File: src/inc/pio_pkg.sv
package pio_pkg;
    // Register offsets
    localparam logic [7:0] OFF_PORT_A_LATCH = 8'h00;
    localparam logic [7:0] OFF_PORT_B_LATCH = 8'h01;
    localparam logic [7:0] OFF_PORT_C_LATCH = 8'h02;
    localparam logic [7:0] OFF_PORT_D_LATCH = 8'h03;
    localparam logic [7:0] OFF_PORT_A_DIRECTION = 8'h04;
    localparam logic [7:0] OFF_PORT_B_DIRECTION = 8'h05;
    localparam logic [7:0] OFF_PORT_C_DIRECTION = 8'h06;
    localparam logic [7:0] OFF_PORT_D_DIRECTION = 8'h07;
    localparam logic [7:0] OFF_PORT_E_LATCH = 8'h08;
    localparam logic [7:0] OFF_PORT_F_LATCH = 8'h09;
    localparam logic [7:0] OFF_PORT_E_DIRECTION = 8'h0a;
    localparam logic [7:0] OFF_PORT_F_DIRECTION = 8'h0b;
    localparam logic [7:0] OFF_OPTICAL_INTERFACE_ENABLE = 8'h1c;
    // Reset values
    localparam logic [7:0] RST_DIRECTION = 8'h00;
    localparam logic [7:0] RST_OPTICAL_INTERFACE_ENABLE = 8'h48;
    // Implemented bit masks
    localparam logic [7:0] MASK_FULL = 8'hff;
    localparam logic [7:0] MASK_NARROW = 8'h1f;
    // Optical interface field positions
    localparam int VREF_MSB = 7;
    localparam int VREF_LSB = 5;
    localparam int HREF_MSB = 4;
    localparam int HREF_LSB = 2;
    localparam int VEN_BIT = 1;
    localparam int HEN_BIT = 0;
endpackage

File: src/hdl/pio_bank.sv
// Design decision made here: strobed register access.
`timescale 1ns/1ps
// Overview of operation
// - Every pin individually input or output
// - Port A eight bidirectional pins
// - Port A latch at offset 0x00
// - Port C latch bits 7:5 read zero
// - Port E latch bits 7:5 read zero
// - Directions A, B, D, F reset zero
// - Directions C, E five bits, reset zero
// - Port F latch 0x09, direction 0x0b
// - Optical enable fields, reset 0x48
// - Direction one drives pin, zero floats
// - Read: latch if output, pin if input
module pio_bank (
    // Clock and reset
    input wire logic clk,
    input wire logic rst_n,
    // Register port
    input wire logic [7:0] addr,
    input wire logic [7:0] wdata,
    input wire logic wr,
    input wire logic rd,
    output logic [7:0] rdata,
    // Port pins
    input wire logic [7:0] port_a_in,
    output logic [7:0] port_a_out,
    output logic [7:0] port_a_oe,
    input wire logic [7:0] port_b_in,
    output logic [7:0] port_b_out,
    output logic [7:0] port_b_oe,
    input wire logic [4:0] port_c_in,
    output logic [4:0] port_c_out,
    output logic [4:0] port_c_oe,
    input wire logic [7:0] port_d_in,
    output logic [7:0] port_d_out,
    output logic [7:0] port_d_oe,
    input wire logic [4:0] port_e_in,
    output logic [4:0] port_e_out,
    output logic [4:0] port_e_oe,
    input wire logic [7:0] port_f_in,
    output logic [7:0] port_f_out,
    output logic [7:0] port_f_oe,
    // Optical interface controls
    output logic [2:0] vertical_reference_level,
    output logic [2:0] horizontal_reference_level,
    output logic vertical_optical_enable,
    output logic horizontal_optical_enable
);

    localparam int NPORT = 6;

    // Register state
    logic [7:0] latch [NPORT];
    logic [7:0] dir [NPORT];
    logic [7:0] sync1 [NPORT];
    logic [7:0] sync2 [NPORT];
    logic [7:0] optical_interface_enable;
    logic [7:0] pin_in [NPORT];
    logic [7:0] next_rdata;
    logic [NPORT-1:0] latch_we;
    logic [NPORT-1:0] dir_we;
    logic opt_we;

    // Port index of a latch offset, or NPORT when none
    function automatic int latch_index(input logic [7:0] a);
        case (a)
            pio_pkg::OFF_PORT_A_LATCH: latch_index = 0;
            pio_pkg::OFF_PORT_B_LATCH: latch_index = 1;
            pio_pkg::OFF_PORT_C_LATCH: latch_index = 2;
            pio_pkg::OFF_PORT_D_LATCH: latch_index = 3;
            pio_pkg::OFF_PORT_E_LATCH: latch_index = 4;
            pio_pkg::OFF_PORT_F_LATCH: latch_index = 5;
            default: latch_index = NPORT;
        endcase
    endfunction

    // Port index of a direction offset, or NPORT when none
    function automatic int dir_index(input logic [7:0] a);
        case (a)
            pio_pkg::OFF_PORT_A_DIRECTION: dir_index = 0;
            pio_pkg::OFF_PORT_B_DIRECTION: dir_index = 1;
            pio_pkg::OFF_PORT_C_DIRECTION: dir_index = 2;
            pio_pkg::OFF_PORT_D_DIRECTION: dir_index = 3;
            pio_pkg::OFF_PORT_E_DIRECTION: dir_index = 4;
            pio_pkg::OFF_PORT_F_DIRECTION: dir_index = 5;
            default: dir_index = NPORT;
        endcase
    endfunction

    // Implemented bits of each port
    function automatic logic [7:0] port_mask(input int p);
        if (p == 2 || p == 4) begin
            port_mask = pio_pkg::MASK_NARROW;
        end else begin
            port_mask = pio_pkg::MASK_FULL;
        end
    endfunction

    // Pin inputs gathered, narrow ports padded
    always_comb begin
        pin_in[0] = port_a_in;
        pin_in[1] = port_b_in;
        pin_in[2] = {3'b000, port_c_in};
        pin_in[3] = port_d_in;
        pin_in[4] = {3'b000, port_e_in};
        pin_in[5] = port_f_in;
    end

    // Write decode, one strobe per register
    always_comb begin
        latch_we = '0;
        dir_we = '0;
        opt_we = 1'b0;
        if (wr) begin
            for (int p = 0; p < NPORT; p++) begin
                latch_we[p] = (latch_index(addr) == p);
                dir_we[p] = (dir_index(addr) == p);
            end
            opt_we = (addr == pio_pkg::OFF_OPTICAL_INTERFACE_ENABLE);
        end
    end

    genvar g;
    generate
        for (g = 0; g < NPORT; g++) begin : gen_port
            // Two-stage synchroniser
            always_ff @(posedge clk or negedge rst_n) begin
                if (!rst_n) begin
                    sync1[g] <= 8'h00;
                    sync2[g] <= 8'h00;
                end else begin
                    sync1[g] <= pin_in[g];
                    sync2[g] <= sync1[g];
                end
            end

            // Data latch, untouched by reset
            always_ff @(posedge clk) begin
                if (latch_we[g]) begin
                    latch[g] <= wdata & port_mask(g);
                end
            end

            // Direction register
            always_ff @(posedge clk or negedge rst_n) begin
                if (!rst_n) begin
                    dir[g] <= pio_pkg::RST_DIRECTION;
                end else if (dir_we[g]) begin
                    dir[g] <= wdata & port_mask(g);
                end
            end
        end
    endgenerate

    // Optical interface enable register
    always_ff @(posedge clk or negedge rst_n) begin
        if (!rst_n) begin
            optical_interface_enable <= pio_pkg::RST_OPTICAL_INTERFACE_ENABLE;
        end else if (opt_we) begin
            optical_interface_enable <= wdata;
        end
    end

    // Read mux
    always_comb begin
        next_rdata = 8'h00;
        if (latch_index(addr) != NPORT) begin
            for (int p = 0; p < NPORT; p++) begin
                if (latch_index(addr) == p) begin
                    next_rdata = ((dir[p] & latch[p]) | (~dir[p] & sync2[p]))
                        & port_mask(p);
                end
            end
        end else if (dir_index(addr) != NPORT) begin
            for (int p = 0; p < NPORT; p++) begin
                if (dir_index(addr) == p) begin
                    next_rdata = dir[p];
                end
            end
        end else if (addr == pio_pkg::OFF_OPTICAL_INTERFACE_ENABLE) begin
            next_rdata = optical_interface_enable;
        end
    end

    always_ff @(posedge clk or negedge rst_n) begin
        if (!rst_n) begin
            rdata <= 8'h00;
        end else if (rd) begin
            rdata <= next_rdata;
        end else begin
            rdata <= 8'h00;
        end
    end

    // Port A drive enable
    always_ff @(posedge clk or negedge rst_n) begin
        if (!rst_n) begin
            port_a_oe <= pio_pkg::RST_DIRECTION;
        end else begin
            port_a_oe <= dir[0];
        end
    end

    // Port B drive enable
    always_ff @(posedge clk or negedge rst_n) begin
        if (!rst_n) begin
            port_b_oe <= pio_pkg::RST_DIRECTION;
        end else begin
            port_b_oe <= dir[1];
        end
    end

    // Port C drive enable
    always_ff @(posedge clk or negedge rst_n) begin
        if (!rst_n) begin
            port_c_oe <= pio_pkg::RST_DIRECTION[4:0];
        end else begin
            port_c_oe <= dir[2][4:0];
        end
    end

    // Port D drive enable
    always_ff @(posedge clk or negedge rst_n) begin
        if (!rst_n) begin
            port_d_oe <= pio_pkg::RST_DIRECTION;
        end else begin
            port_d_oe <= dir[3];
        end
    end

    // Port E drive enable
    always_ff @(posedge clk or negedge rst_n) begin
        if (!rst_n) begin
            port_e_oe <= pio_pkg::RST_DIRECTION[4:0];
        end else begin
            port_e_oe <= dir[4][4:0];
        end
    end

    // Port F drive enable
    always_ff @(posedge clk or negedge rst_n) begin
        if (!rst_n) begin
            port_f_oe <= pio_pkg::RST_DIRECTION;
        end else begin
            port_f_oe <= dir[5];
        end
    end

    // Port A pin value, zero under reset
    always_ff @(posedge clk or negedge rst_n) begin
        if (!rst_n) begin
            port_a_out <= 8'h00;
        end else begin
            port_a_out <= latch[0];
        end
    end

    // Port B pin value
    always_ff @(posedge clk or negedge rst_n) begin
        if (!rst_n) begin
            port_b_out <= 8'h00;
        end else begin
            port_b_out <= latch[1];
        end
    end

    // Port C pin value
    always_ff @(posedge clk or negedge rst_n) begin
        if (!rst_n) begin
            port_c_out <= 5'h00;
        end else begin
            port_c_out <= latch[2][4:0];
        end
    end

    // Port D pin value
    always_ff @(posedge clk or negedge rst_n) begin
        if (!rst_n) begin
            port_d_out <= 8'h00;
        end else begin
            port_d_out <= latch[3];
        end
    end

    // Port E pin value
    always_ff @(posedge clk or negedge rst_n) begin
        if (!rst_n) begin
            port_e_out <= 5'h00;
        end else begin
            port_e_out <= latch[4][4:0];
        end
    end

    // Port F pin value
    always_ff @(posedge clk or negedge rst_n) begin
        if (!rst_n) begin
            port_f_out <= 8'h00;
        end else begin
            port_f_out <= latch[5];
        end
    end

    // Vertical reference level
    always_ff @(posedge clk or negedge rst_n) begin
        if (!rst_n) begin
            vertical_reference_level <=
                pio_pkg::RST_OPTICAL_INTERFACE_ENABLE[pio_pkg::VREF_MSB:pio_pkg::VREF_LSB];
        end else begin
            vertical_reference_level <=
                optical_interface_enable[pio_pkg::VREF_MSB:pio_pkg::VREF_LSB];
        end
    end

    // Horizontal reference level
    always_ff @(posedge clk or negedge rst_n) begin
        if (!rst_n) begin
            horizontal_reference_level <=
                pio_pkg::RST_OPTICAL_INTERFACE_ENABLE[pio_pkg::HREF_MSB:pio_pkg::HREF_LSB];
        end else begin
            horizontal_reference_level <=
                optical_interface_enable[pio_pkg::HREF_MSB:pio_pkg::HREF_LSB];
        end
    end

    // Vertical optical enable
    always_ff @(posedge clk or negedge rst_n) begin
        if (!rst_n) begin
            vertical_optical_enable <= pio_pkg::RST_OPTICAL_INTERFACE_ENABLE[pio_pkg::VEN_BIT];
        end else begin
            vertical_optical_enable <= optical_interface_enable[pio_pkg::VEN_BIT];
        end
    end

    // Horizontal optical enable
    always_ff @(posedge clk or negedge rst_n) begin
        if (!rst_n) begin
            horizontal_optical_enable <= pio_pkg::RST_OPTICAL_INTERFACE_ENABLE[pio_pkg::HEN_BIT];
        end else begin
            horizontal_optical_enable <= optical_interface_enable[pio_pkg::HEN_BIT];
        end
    end

endmodule

File: config.mk
export PLATFORM = sky130hd
export DESIGN_NAME = pio_bank
export DESIGN_NICKNAME = d
export VERILOG_FILES = /design/src/inc/pio_pkg.sv /design/src/hdl/pio_bank.sv
export SDC_FILE = /design/constraint.sdc
export NUM_CORES = 1
export LEC_CHECK = 0
export ABC_AREA = 0
export CAP_MARGIN = 5
export CORE_ASPECT_RATIO = 0.5
export CORE_MARGIN = 2
export CORE_UTILIZATION = 45
export CTS_CLUSTER_DIAMETER = 30
export DETAILED_ROUTE_END_ITERATION = 10
export DONT_BUFFER_PORTS = 1
export SYNTH_ARGS = -nofsm -noshare
export SYNTH_HDL_FRONTEND = slang
export SYNTH_SLANG_ARGS = --single-unit
File: constraint.sdc
create_clock -name clk -period 2.6 [get_ports clk]
set_clock_uncertainty 0.1 [all_clocks]
set_input_delay 0.13 -clock clk [delete_from_list [all_inputs] [get_ports clk]]
set_output_delay 0.13 -clock clk [all_outputs]
set_load 0.01 [all_outputs]
==> results of run 1 <==
[synthesized netlist by cell type, types with 3 or more instances]
cell / n
a211o_1: 3
a211oi_1: 6
a21oi_1: 10
a22o_1: 4
a22oi_1: 7
and3_1: 3
buf_2: 5
clkbuf_1: 11
dfrtp_1: 230
dfstp_2: 4
edfxtp_1: 42
inv_1: 3
mux2_2: 62
mux2i_1: 39
nand2_1: 17
nand2b_1: 4
nand3_1: 6
nand4_1: 3
nor2_1: 10
nor2b_1: 7
nor3_1: 6
nor4_1: 6
o211ai_1: 5
o21ai_0: 10
o22ai_1: 3
[through the flow]
step                      total power (µW)  worst slack [ns]
after floorplan                       4810             0.108
after global placement                4860             0.322
after detailed placement              4860             0.230
after CTS                            10100             0.287
after global routing                 10400             0.117
final                                10000             0.163
[area by class of cell]
cell class                      instances  share of cell area, %
Timing Repair Buffer                   80                   6.53
Multi-Input combinational cell        251                   18.0
Clock buffer                           38                   8.03
Sequential cell                       276                   61.5
Inverter                                3                 0.0973
Clock inverter                         24                   2.85
Tap cell                              273                   2.95
[sequential cells by signal, summed over array words and instances, names as in the netlist, 8 cells and up]
signal and count:
dir 42, port_f_out 8, port_f_oe 8, optical_interface_enable 8
port_a_out 8, rdata 8, sync2 42, port_d_oe 8
port_a_oe 8, port_b_oe 8, port_d_out 8, port_b_out 8
latch 42, sync1 42
[metal layers]
metal | share of wire, % | wire length [µm]
met1 | 47 | 10800
met2 | 44 | 10200
met3 | 7.0 | 1620
met4 | 2.2 | 507
met5 | 0 | 0
[worst max-delay path, stage by stage]
cell and delay, ns:
dlygate4sd3_1 0.88, or3b_2 0.68, o2111a_1 0.29, a211oi_1 0.19, dlygate4sd3_1 0.59
[timing repair]
action,in CTS,in global routing
endpoints found under the setup margin,0,0
hold endpoints to repair,405,234
resized for setup,0,0
setup buffers,0,0
[path summary, 6_finish.rpt]
| kind | slack, ns | cells past startpoint | start | endpoint |
|---|---|---|---|---|
| min in group clk | 0.02 | 4 | addr[1] | rdata[2]$_DFF_PN0_ |
| worst max register to register | 0.51 | 5 | dir[45]$_DFFE_PN0P_ | rdata[5]$_DFF_PN0_ |
| worst min register to register | 0.24 | 0 | sync1[16]$_DFF_PN0_ | sync2[16]$_DFF_PN0_ |
| max in group asynchronous | 2.54 | 0 | rst_n | port_b_oe[1]$_DFF_PN0_ |
| worst max-delay path | 0.16 | 5 | addr[0] | rdata[4]$_DFF_PN0_ |
| worst min-delay path | -0.78 | 0 | rst_n | sync1[35]$_DFF_PN0_ |
[cell families (layout without fill, tap and decap cells)]
| group | Yosys count | after routing |
|---|---|---|
| xor gates and xnor gates | 1 | 1 |
| and+or+nand+nor | 78 | 78 |
| DFF | 276 | 276 |
| muxes | 101 | 101 |
| buffers and inverters | 21 | 145 |
| AOI/OAI and AO/OA | 71 | 71 |
[power by group through the flow]
stage | clock network [µW] | registers (µW) | logic [µW]
global route | 5430 | 4620 | 305
CTS | 5210 | 4610 | 284
floorplan | 0 | 4660 | 149
finish | 5140 | 4610 | 287
global placement | 0 | 4690 | 165
detailed placement | 0 | 4690 | 165
==> results.md, run 1 <==
- After global routing the overflow that remains totals 0.
- For this run, the post-layout net count is 708.
- The portion of total power attributed to sequential cells is 46.0%.
- The layer with the highest usage is met1.
- In this run, synthesis produced a sequential element count of 276.
- The checks that failed: negative hold slack.
- Entering global routing, the biggest net connects 235 pins.
- The proportion of register bits with asynchronous set or reset after synthesis is 84.8%.
- The synthesized design contains 42 enable-type register cells.
- The total count of hold-check failures in the final report is 234.
- The worst-case headroom to the max-slew limit is 38.2%.
- The clock-pin slew on the worst setup and hold paths is 0.06 ns.
- Buffers inserted during clock tree synthesis total 34.
- Summed over its instances, the top area cell type makes up 61.9% of the synthesized netlist area.
- At the worst endpoint, the required time is 2.94 ns.
- The first-pass detailed-route iteration total is 6.
- In the layout the commonest cells are dfrtp_1 (230), mux2_2 (62), dlygate4sd3_1 (62).
- After Yosys synthesis, full adders, half adders and majority gates account for 0% of the synthesized area.
- The clock latency reported for the late side of the worst-skew pair is 0.51 ns.
- The cell internal power dissipation is 7910 µW.
- At the pin with the least slew margin, the transition time is 0.925 ns.
- Per report_power, the clock group accounts for 51.2% of the total.
- The final wirelength is 23100 µm.
- The mux share of post-synthesis cell area is 11.7%.
- The run finished, with violations left.
- The die is 207 µm wide.
- The finished cells cover 11600 µm².
- The biggest area consumer among synthesized cells is dfrtp_1.
- Leaving out fill and tap cells, the most frequent cell in the layout is dfrtp_1.
- From synthesis to final layout, the design area changed by 24.5%.
- The synthesized netlist devotes 5.61% of its cell area to compound gates.
- The worst-path maximum fanout is 35.
- The final critical-path share of the clock period is 93.7%.
- The cell count after synthesis came out at 548.
- Ranked by total cell area, the synthesized netlist is headed by dfrtp_1 (62%), edfxtp_1 (14%), mux2_2 (7.5%).
- The area inside the core boundary is 20400 µm².
- TritonCTS built the clock tree.
- The number of clock sinks is 276.
- The max-slew violation total from the final report was 0.
- For this block, the initial DRC count from the detailed router was 474.
- The initial antenna violation count is 0.
- The leakage power is 0.00497 µW.
- The count of input and output buffers is 0.
- The filler-free cell count of the finished design is 945.
- The area share of xor/xnor cells in the synthesized design is 0.0942%.
- Final hold analysis gives a worst-case slack of -0.778 ns.
- The switching power is 2130 µW.
- Setup repair after global routing left no endpoint under its margin.
- The count of unique library cells instantiated by Yosys is 58.
- The first global-routing pass estimated 34600 µm of wire.
- The final core utilization is 56.7%.
- Setup violations remaining at the end of the flow were counted as 0.
- In this run the count of I/O pins placed on the die edge is 162.
- The total number of H-tree levels is 2.
- The antenna cell count is 0.
- The sequential fraction of the synthesis area is 76.6%.
- The worst hold path belongs to the class input pin to asynchronous set/reset pin.
- The initial utilization of the core area, before any placement, comes to 45.5%.
- The die area is 21900 µm².
- Once placement finished, the instance area stood at 9700 µm².
- The average cell area after synthesis is 17.0 µm².
- Of the cells placed in the final design, the portion with a size suffix greater than 1 is 22.6%.
- The maximum clock path buffer count is 3.
- For this run, global-route usage on met3 was measured as 5.18%.
- The number of hold-repair buffers added at the cts stage is 62.
- The routed layout has 5191 vias.
- Once placement completed, the tool counted placed cells totaling 821.
- The tree is rooted in a clkbuf_16.
- The floorplan has 37 rows.
- STA classifies the critical path startpoint as an input pin.
- Summed over all nets, the half-perimeter wirelength after detailed placement is 14800 µm.
- The fraction of power spent switching nets is 21.2%.
- The global-route usage over all layers is 21.5%.
- The number of vias per cell after detailed routing is 5.49.
- The maximum resistive drop on vdd is 0.490 mV.
- The simple-gate area share of the yosys netlist is 4.98%.
- The global-route track usage on met1 is 32.6%.
- The critical path start-end classification is input pin to flop.
- The via count of the first global-routing pass came to 5319.
- Counting I/O delays and the setup requirement, the final critical path takes 2.44 ns.
- The number of nets in the synthesized netlist is 610.
- The reported max-cap violation count is 0.
- After detailed routing, the average wire length per cell comes to 24.4 µm.
- Once detail routing completed, the nets flagged for antenna violations numbered 0.
- For the worst setup path, the data arrival time is 2.78 ns.
- Across the whole layout, storage elements account for 7120 µm².
- The chip height is 106 µm.
- The placer's final routability congestion estimate is 0.857.
- The Yosys step of the flow raised 0 warnings.
- In the final layout, the multi-input gates occupy 2090 µm².
- The largest family of logic cells by synthesized area is multiplexers.
- Dividing total power by cell area gives a power density of 867 nW/µm².
- The routing usage on met2 is 31.1%.
- Of the total power, combinational logic draws 2.9%.
- For this run, the top clock speed supported by timing is 0.410 GHz.
- The total negative slack is 0 ns.
- The primary flip-flop cell chosen by synthesis mapping is dfrtp_1.
- The DRC violation count after routing is 0.
- The fill cell total of the finished layout is 1611.
- The post-synth design cell area is 9300 µm².
- The worst setup path is captured at a flop.
Note: power is estimated with default switching activity, not from simulation.
==> run 2, diff against run 1 <==
==> constraint.sdc (replaced) <==
create_clock -name clk -period 3.1 [get_ports clk]
set_clock_uncertainty 0.1 [all_clocks]
set_input_delay 0.155 -clock clk [delete_from_list [all_inputs] [get_ports clk]]
set_output_delay 0.155 -clock clk [all_outputs]
set_load 0.01 [all_outputs]
==> run 2 against run 1 <==
  * The flow still finishes with violations (negative hold slack)
  * Register-to-register slack about the same
  * Global-route usage decreased by 0.13 points
  * Clock power down 24%
  * First-iteration DRC count decreased by 0.21%
  * Combinational power fell by 20%
  * Routed wire length decreased by 1.9%
  * Worst hold slack better by 0.033 ns
  * Final cell count decreased by 0.74%
  * Total power decreased by 20%
  * Core utilization decreased by 0.67 points
  * Via count increased by 0.69%
  * Critical endpoint is now rdata[5]$_DFF_PN0_
==> results.md, run 2 (synthesis gave the netlist of run 1 again) <==
- The first-pass detailed-route iteration total is 5.
- The number of hold-repair buffers added at the cts stage is 65.
- The die is 106 µm tall.
- The longest clock path from root to sink contains 3 buffers.
- The total power divided by cell area is 700 nW/µm².
- The number of clock sinks is 276.
- TritonCTS built the clock tree.
- In this run switching power makes up 21.5% of total power.
- Summing over every cut layer, the via total after detailed routing is 5227.
- The endpoint required time on the critical path is 3.37 ns.
- The run finished, with violations left.
- Setup repair after global routing left no endpoint under its margin.
- For the pin with the worst max-slew slack, the measured transition is 0.707 ns.
- The HPWL after detailed placement is 14700 µm.
- The origin of the worst setup path is addr[5].
- The worst-path maximum fanout is 14.
- The floorplan die width is 207 µm.
- The final critical-path share of the clock period is 95.0%.
- In this run the cell area measured after placement is 9620 µm².
- The maximum resistive drop on vdd is 0.347 mV.
- Registers are responsible for 48.3% of the overall power.
- The total count of hold-check failures in the final report came to 234.
- The total setup violations reported at the end of the flow is 0.
- The average wire per standard cell is 24.1 µm.
- In this run the tool buffered the top-level ports with 0 buffer cells.
- The launch instance of the worst register-to-register path is dir[45]$_DFFE_PN0P_.
- During I/O placement, the number of pins put on the boundary was 162.
- The checks that failed: negative hold slack.
- The maximum number of pins on one net before global-route repair is 235.
- At the later pin of the worst-skew pair, clock insertion delay measures 0.51 ns.
- The worst-case headroom to the max-slew limit is 52.7%.
- The number of vias per cell after detailed routing is 5.57.
- After global routing the overflow that remains totals 0.
- Max-cap violations in this run came to 0.
- Routability-driven placement finished with a final weighted congestion of 0.862.
- The worst hold path belongs to the class input pin to asynchronous set/reset pin.
- STA classifies the critical path endpoint as a flop.
- The data arrival time of the worst path is 3.22 ns.
- The violation count after the first detailed-route iteration is 473.
- The count of standard-cell rows is 37.
- In the final layout, the share of cells above drive strength 1 is 21.4%.
- The post-layout net count is 700.
- The cell internal power dissipation is 6290 µW.
- Relative to the synthesized area, the layout overhead comes to 23.1%.
- The most frequent standard cell in the layout excluding fill and tap cells is dfrtp_1.
- The kind of start point of the critical path is an input pin.
- The area inside the core boundary is 20400 µm².
- The maximum operating frequency is 0.339 GHz.
- The critical path in this run is classified as input pin to flop.
- The via count of the first global-routing pass is 5494.
- Subtracting the final worst setup slack from the clock period gives 2.95 ns.
- The global-route wire length before repair is 34800 µm.
- The total number of H-tree levels is 2.
- The final wirelength is 22600 µm.
- The combinational power share is 2.9%.
- Leaving out fill and tap cells, the most frequent cells in the layout are dfrtp_1 (230), dlygate4sd3_1 (65), mux2_2 (62).
- The global-route usage over all layers is 21.4%.
- CTS placed an instance of clkbuf_16 at the clock tree root.
- Buffers added to address setup during post-CTS repair amount to 0.
- The fraction of power consumed by the clock network is 48.8%.
- The analysis attributes to net switching a power of 1720 µW.
- In the routed design, unresolved DRC markers number 0.
- The final antenna-violating net count is 0.
- Hold timing on the final database bottoms out at a slack of -0.745 ns.
- The starting density of the core is 45.5%.
- The max-slew violation total from the final report is 0.
- The total negative slack is 0 ns.
- The initial antenna violation count was 0.
- The clock-pin slew on the worst setup and hold paths is 0.06 ns.
- The post-layout instance area is 11400 µm².
- The die covers 21900 µm².
- The leakage power is 0.00491 µW.
- The number of clock buffers added by TritonCTS is 34.
[run 2: changes by cell type in the layout (fill, tap and decap cells not counted), moves of 3 or more]
| cell | delta |
|---|---|
| buf_4 | -11 |
| bufinv_16 | -6 |
| clkbuf_8 | +5 |
| clkinv_2 | +4 |
| clkinv_4 | -3 |
| dlygate4sd3_1 | +3 |
[run 2: power groups by stage]
stage	Clock, µW	Combinational (µW)	Sequential, µW
after floorplan	0	125	3910
after global placement	0	136	3940
after detailed placement	0	135	3940
after CTS	4000	228	3870
after global routing	4170	246	3880
final	3910	230	3870
[run 2: path summary, 6_finish.rpt]
kind,slack [ns],cells after the start,endpoint
min,-0.75,0,sync1[36]$_DFF_PN0_
max,0.15,7,rdata[5]$_DFF_PN0_
min reg2reg,0.24,0,sync2[12]$_DFF_PN0_
max in group asynchronous,3.23,0,horizontal_reference_level[1]$_DFF_PN1_
min in group clk,0.02,3,rdata[4]$_DFF_PN0_
max reg2reg,0.51,6,rdata[5]$_DFF_PN0_
[run 2: what timing repair did]
| action | 4_1_cts | 5_1_grt |
|---|---|---|
| endpoints found under the hold margin | 397 | 234 |
| resized for setup | 0 | 1 |
| setup endpoints to repair | 0 | 1 |
[run 2: final cells by class]
class	instances	area [µm²]
fill	1593	8970
sequential	276	7120
multi-input combinational	251	2100
clock buffer	44	1020
timing repair buffer	72	703
tap	273	342
clock inverter	18	141
inverter	3	11.3
antenna	1	2.50
[run 2: worst max-delay path, cell delays in order]
cell	delay (ns)
or4_1	0.85
nor3b_2	0.62
o21ai_0	0.20
o31ai_1	0.21
dlygate4sd3_1	0.57
a21oi_1	0.04
dlygate4sd3_1	0.55
[run 2: through the flow]
| step | std cells | util (%) | hold slack, ns | setup WS (ns) | total power, µW |
|---|---|---|---|---|---|
| after floorplan | 548 | - | -0.241 | 0.583 | 4030 |
| after global placement | 810 | 47.1 | -0.232 | 0.595 | 4070 |
| after detailed placement | 810 | 47.1 | -0.231 | 0.555 | 4070 |
| after CTS | 937 | 56.0 | -0.768 | 0.0938 | 8100 |
| after global routing | 937 | 56.0 | -0.777 | 0.0684 | 8300 |
| final | 938 | 56.0 | -0.745 | 0.153 | 8010 |
[run 2: per-layer routing]
metal	vias up	wire [µm]	track usage [%]
met5	-	0	0
met4	0	339	4.85
met3	34	1840	6.76
met2	199	10000	30.7
met1	2796	10500	31.9
li1	2198	-	-
==> run 3, diff against run 2 <==
--- a/config.mk
+++ b/config.mk
@@ -7,12 +7,15 @@
 export LEC_CHECK = 0
 export ABC_AREA = 0
 export CAP_MARGIN = 5
+export CELL_PAD_IN_SITES_DETAIL_PLACEMENT = 1
+export CELL_PAD_IN_SITES_GLOBAL_PLACEMENT = 1
 export CORE_ASPECT_RATIO = 0.5
 export CORE_MARGIN = 2
-export CORE_UTILIZATION = 45
+export CORE_UTILIZATION = 55
 export CTS_CLUSTER_DIAMETER = 30
 export DETAILED_ROUTE_END_ITERATION = 10
 export DONT_BUFFER_PORTS = 1
+export PLACE_DENSITY_LB_ADDON = 0.1
 export SYNTH_ARGS = -nofsm -noshare
 export SYNTH_HDL_FRONTEND = slang
 export SYNTH_SLANG_ARGS = --single-unit
==> run 3 against run 2 <==
  * The run still ends with negative hold slack left
  * Sequential power about the same
  * Final cell count is 5.4% lower
  * Via count up 1.4%
  * Cell area down 1.4%
  * Non-clock buffer count unchanged
  * Flip-flop and latch count did not move
  * Maximum frequency fell by 2.6%
  * Global-route usage is 7.9 points higher
  * Largest cell class unchanged
==> results.md, run 3 (synthesis gave the netlist of run 1 again) <==
- The growth of design area from synthesis to finish is 21.4%.
- The number of hold-repair buffers added at the cts stage is 66.
- The HPWL after detailed placement is 14600 µm.
- The min-delay analysis places its worst path in the category input pin to asynchronous set/reset pin.
- The die covers 18000 µm².
- In the layout the commonest cells are dfrtp_1 (230), dlygate4sd3_1 (66), mux2_2 (62).
- The post-layout instance area is 11300 µm².
- In this run the worst path has a maximum fanout of 34.
- The first global-routing pass estimated 38000 µm of wire.
- The worst pin sits at a relative slew slack of 34.3%.
- For this block, the initial DRC count from the detailed router was 404.
- Routability-driven placement finished with a final weighted congestion of 0.857.
- 0 antenna diodes ended up in the layout.
- The placed cell area is 9550 µm².
- The maximum resistive drop on vdd is 0.731 mV.
- The tree is rooted in a clkbuf_16.
- The total power divided by cell area is 698 nW/µm².
- Walking the worst path, the cells encountered are dlygate4sd3_1, nor4bb_1, and3_1, a222oi_1, a21oi_1, dlygate4sd3_1.
- The placement-stage worst setup slack is 0.483 ns.
- The total count of hold-check failures in the final report is 234.
- The core region is 16500 µm².
- The count of standard-cell rows is 33.
- In this run the remaining antenna-violating nets after routing total 0.
- The first-pass detailed-route iteration total is 5.
- Total power for the finished layout comes to 7880 µW.
- The final reports fail on negative hold slack.
- Among the stages of the critical path, the cell type that occurs most often is dlygate4sd3_1.
- The critical path's slowest cell is dlygate4sd3_1.
- In this run the horizontal extent of the chip is 188 µm.
- In this run, the combinational gates consume 3.2% of the power.
- The leakage power is 0.00483 µW.
- The delay of the slowest critical-path stage is 0.90 ns.
- The critical path start-end classification is input pin to flop.
- The flow ran to the end, but the final reports show violations.
- The total overflow left after global routing is 0.
- The fraction of power spent switching nets is 22.2%.
- Counting along the longest clock path gives a buffer depth of 3.
- Leaving out fill and tap cells, the most frequent cell in the layout is dfrtp_1.
- The via count of the first global-routing pass is 5832.
- The maximum operating frequency is 0.331 GHz.
- Dividing the final minimum period by the clock period gives 97.5%.
- At the worst endpoint, the arrival time is 3.41 ns.
- The worst setup slack after layout is 0.0761 ns.
- Cells with a size suffix above 1 make up 20.3% of the layout.
- The element type at the critical path end is a flop.
- The transition time at the pin with the least slew margin is 0.978 ns.
- The DRC violation count after routing is 0.
- The final wirelength is 25400 µm.
- The max-slew violation total from the final report came to 0.
- The tightest hold margin is -0.791 ns.
- The initial antenna violation count is 1.
- The starting density of the core is 56.4%.
- The number of CTS-inserted buffers is 31.
- The number of vias per cell after detailed routing is 5.98.
- The internal power of the cells totals 6130 µW.
- STA puts the critical path data required time at 3.48 ns.
- The final critical-path required period is 3.02 ns.
- TritonCTS built the clock tree.
- The final core utilization is 68.5%.
- Setup repair after global routing left no endpoint under its margin.
- The tool flagged a number of max-cap violations equal to 0.
- For the worst flop-to-flop path, the logic depth is 5.
- The chip height is 95.9 µm.
- Entering global routing, the biggest net connects 235 pins.
- The total setup violations reported at the end of the flow is 0.
- At the later pin of the worst-skew pair, clock insertion delay measures 0.54 ns.
- The switching power is 1750 µW.
- The total number of vias is 5301.
- The fraction of power consumed by the clock network is 47.7%.
- The clock drives 276 sinks.
- For the final routed database, the setup TNS stands at 0 ns.
- The average wire per standard cell is 28.7 µm.
- At the end of the flow, the number of nets in the layout was 697.
- The clock-pin slew on the worst setup and hold paths is 0.07 ns.
- For this design the top-level I/O count stands at 162.
- The kind of start point of the critical path is an input pin.
- The portion of total power attributed to sequential cells is 49.1%.
- Across every metal layer, demand over resource in global routing totals 29.2%.
- The total number of H-tree levels is 1.
- The count of input and output buffers is 0.
-- run 3: changes by cell type in the layout (fill, tap and decap cells not counted), sizes merged --
cell | previous run | this run
inv | 10 | 11
diode | 1 | 0
clkbuf | 44 | 41
dlygate4sd3 | 65 | 66
buf | 7 | 6
clkinvlp | 1 | 3
clkinv | 10 | 4
bufinv | 0 | 2
-- run 3: repair_timing --
action	4_1_cts	5_1_grt
endpoints found under the hold margin	397	234
resized for setup	0	0
setup buffers	0	0
endpoints found under the setup margin	0	0
-- run 3: worst max-delay path, delay by kind of cell --
kind | cells | cell delay, ns
compound gates | 2 | 0.39
buf+inv | 2 | 1.45
simple gates | 2 | 1.40
-- run 3: final cells by class --
type / instances / area (µm²)
tap: 227 / 284
timing repair buffer: 72 / 706
sequential: 276 / 7120
clock buffer: 41 / 885
multi-input combinational: 251 / 2090
fill: 1383 / 5190
clock inverter: 17 / 191
inverter: 3 / 11.3
-- run 3: per-stage QoR --
stage	instances	hold WS, ns
after floorplan	548	-0.241
after global placement	763	-0.235
after detailed placement	763	-0.236
after CTS	887	-0.807
after global routing	887	-0.810
final	887	-0.791
-- run 3: layer usage --
layer	track usage, %	part of all wire, %	routed length [µm]	vias to the layer above
met4	4.99	1.3	329	2
met2	47.6	47	11900	266
met1	39.8	43	10900	2811
li1	-	-	-	2185
met5	0	0.039	10	-
met3	9.48	9.2	2330	37
-- run 3: path summary, 6_finish.rpt --
path / start / endpoint / slack [ns]
max: addr[0] / rdata[5]$_DFF_PN0_ / 0.08
min: rst_n / dir[37]$_DFFE_PN0P_ / -0.79
max reg2reg: dir[38]$_DFFE_PN0P_ / rdata[6]$_DFF_PN0_ / 0.97
min reg2reg: sync1[4]$_DFF_PN0_ / sync2[4]$_DFF_PN0_ / 0.25
max in group asynchronous: rst_n / sync1[42]$_DFF_PN0_ / 3.19
min in group clk: addr[0] / rdata[4]$_DFF_PN0_ / 0.01
-- run 3: power by group through the flow --
stage               clock network [µW]  logic (µW)  registers [µW]
global route                      3970         264            3880
global placement                     0         135            3930
floorplan                            0         125            3910
CTS                               3780         242            3870
detailed placement                   0         137            3940
finish                            3760         251            3870
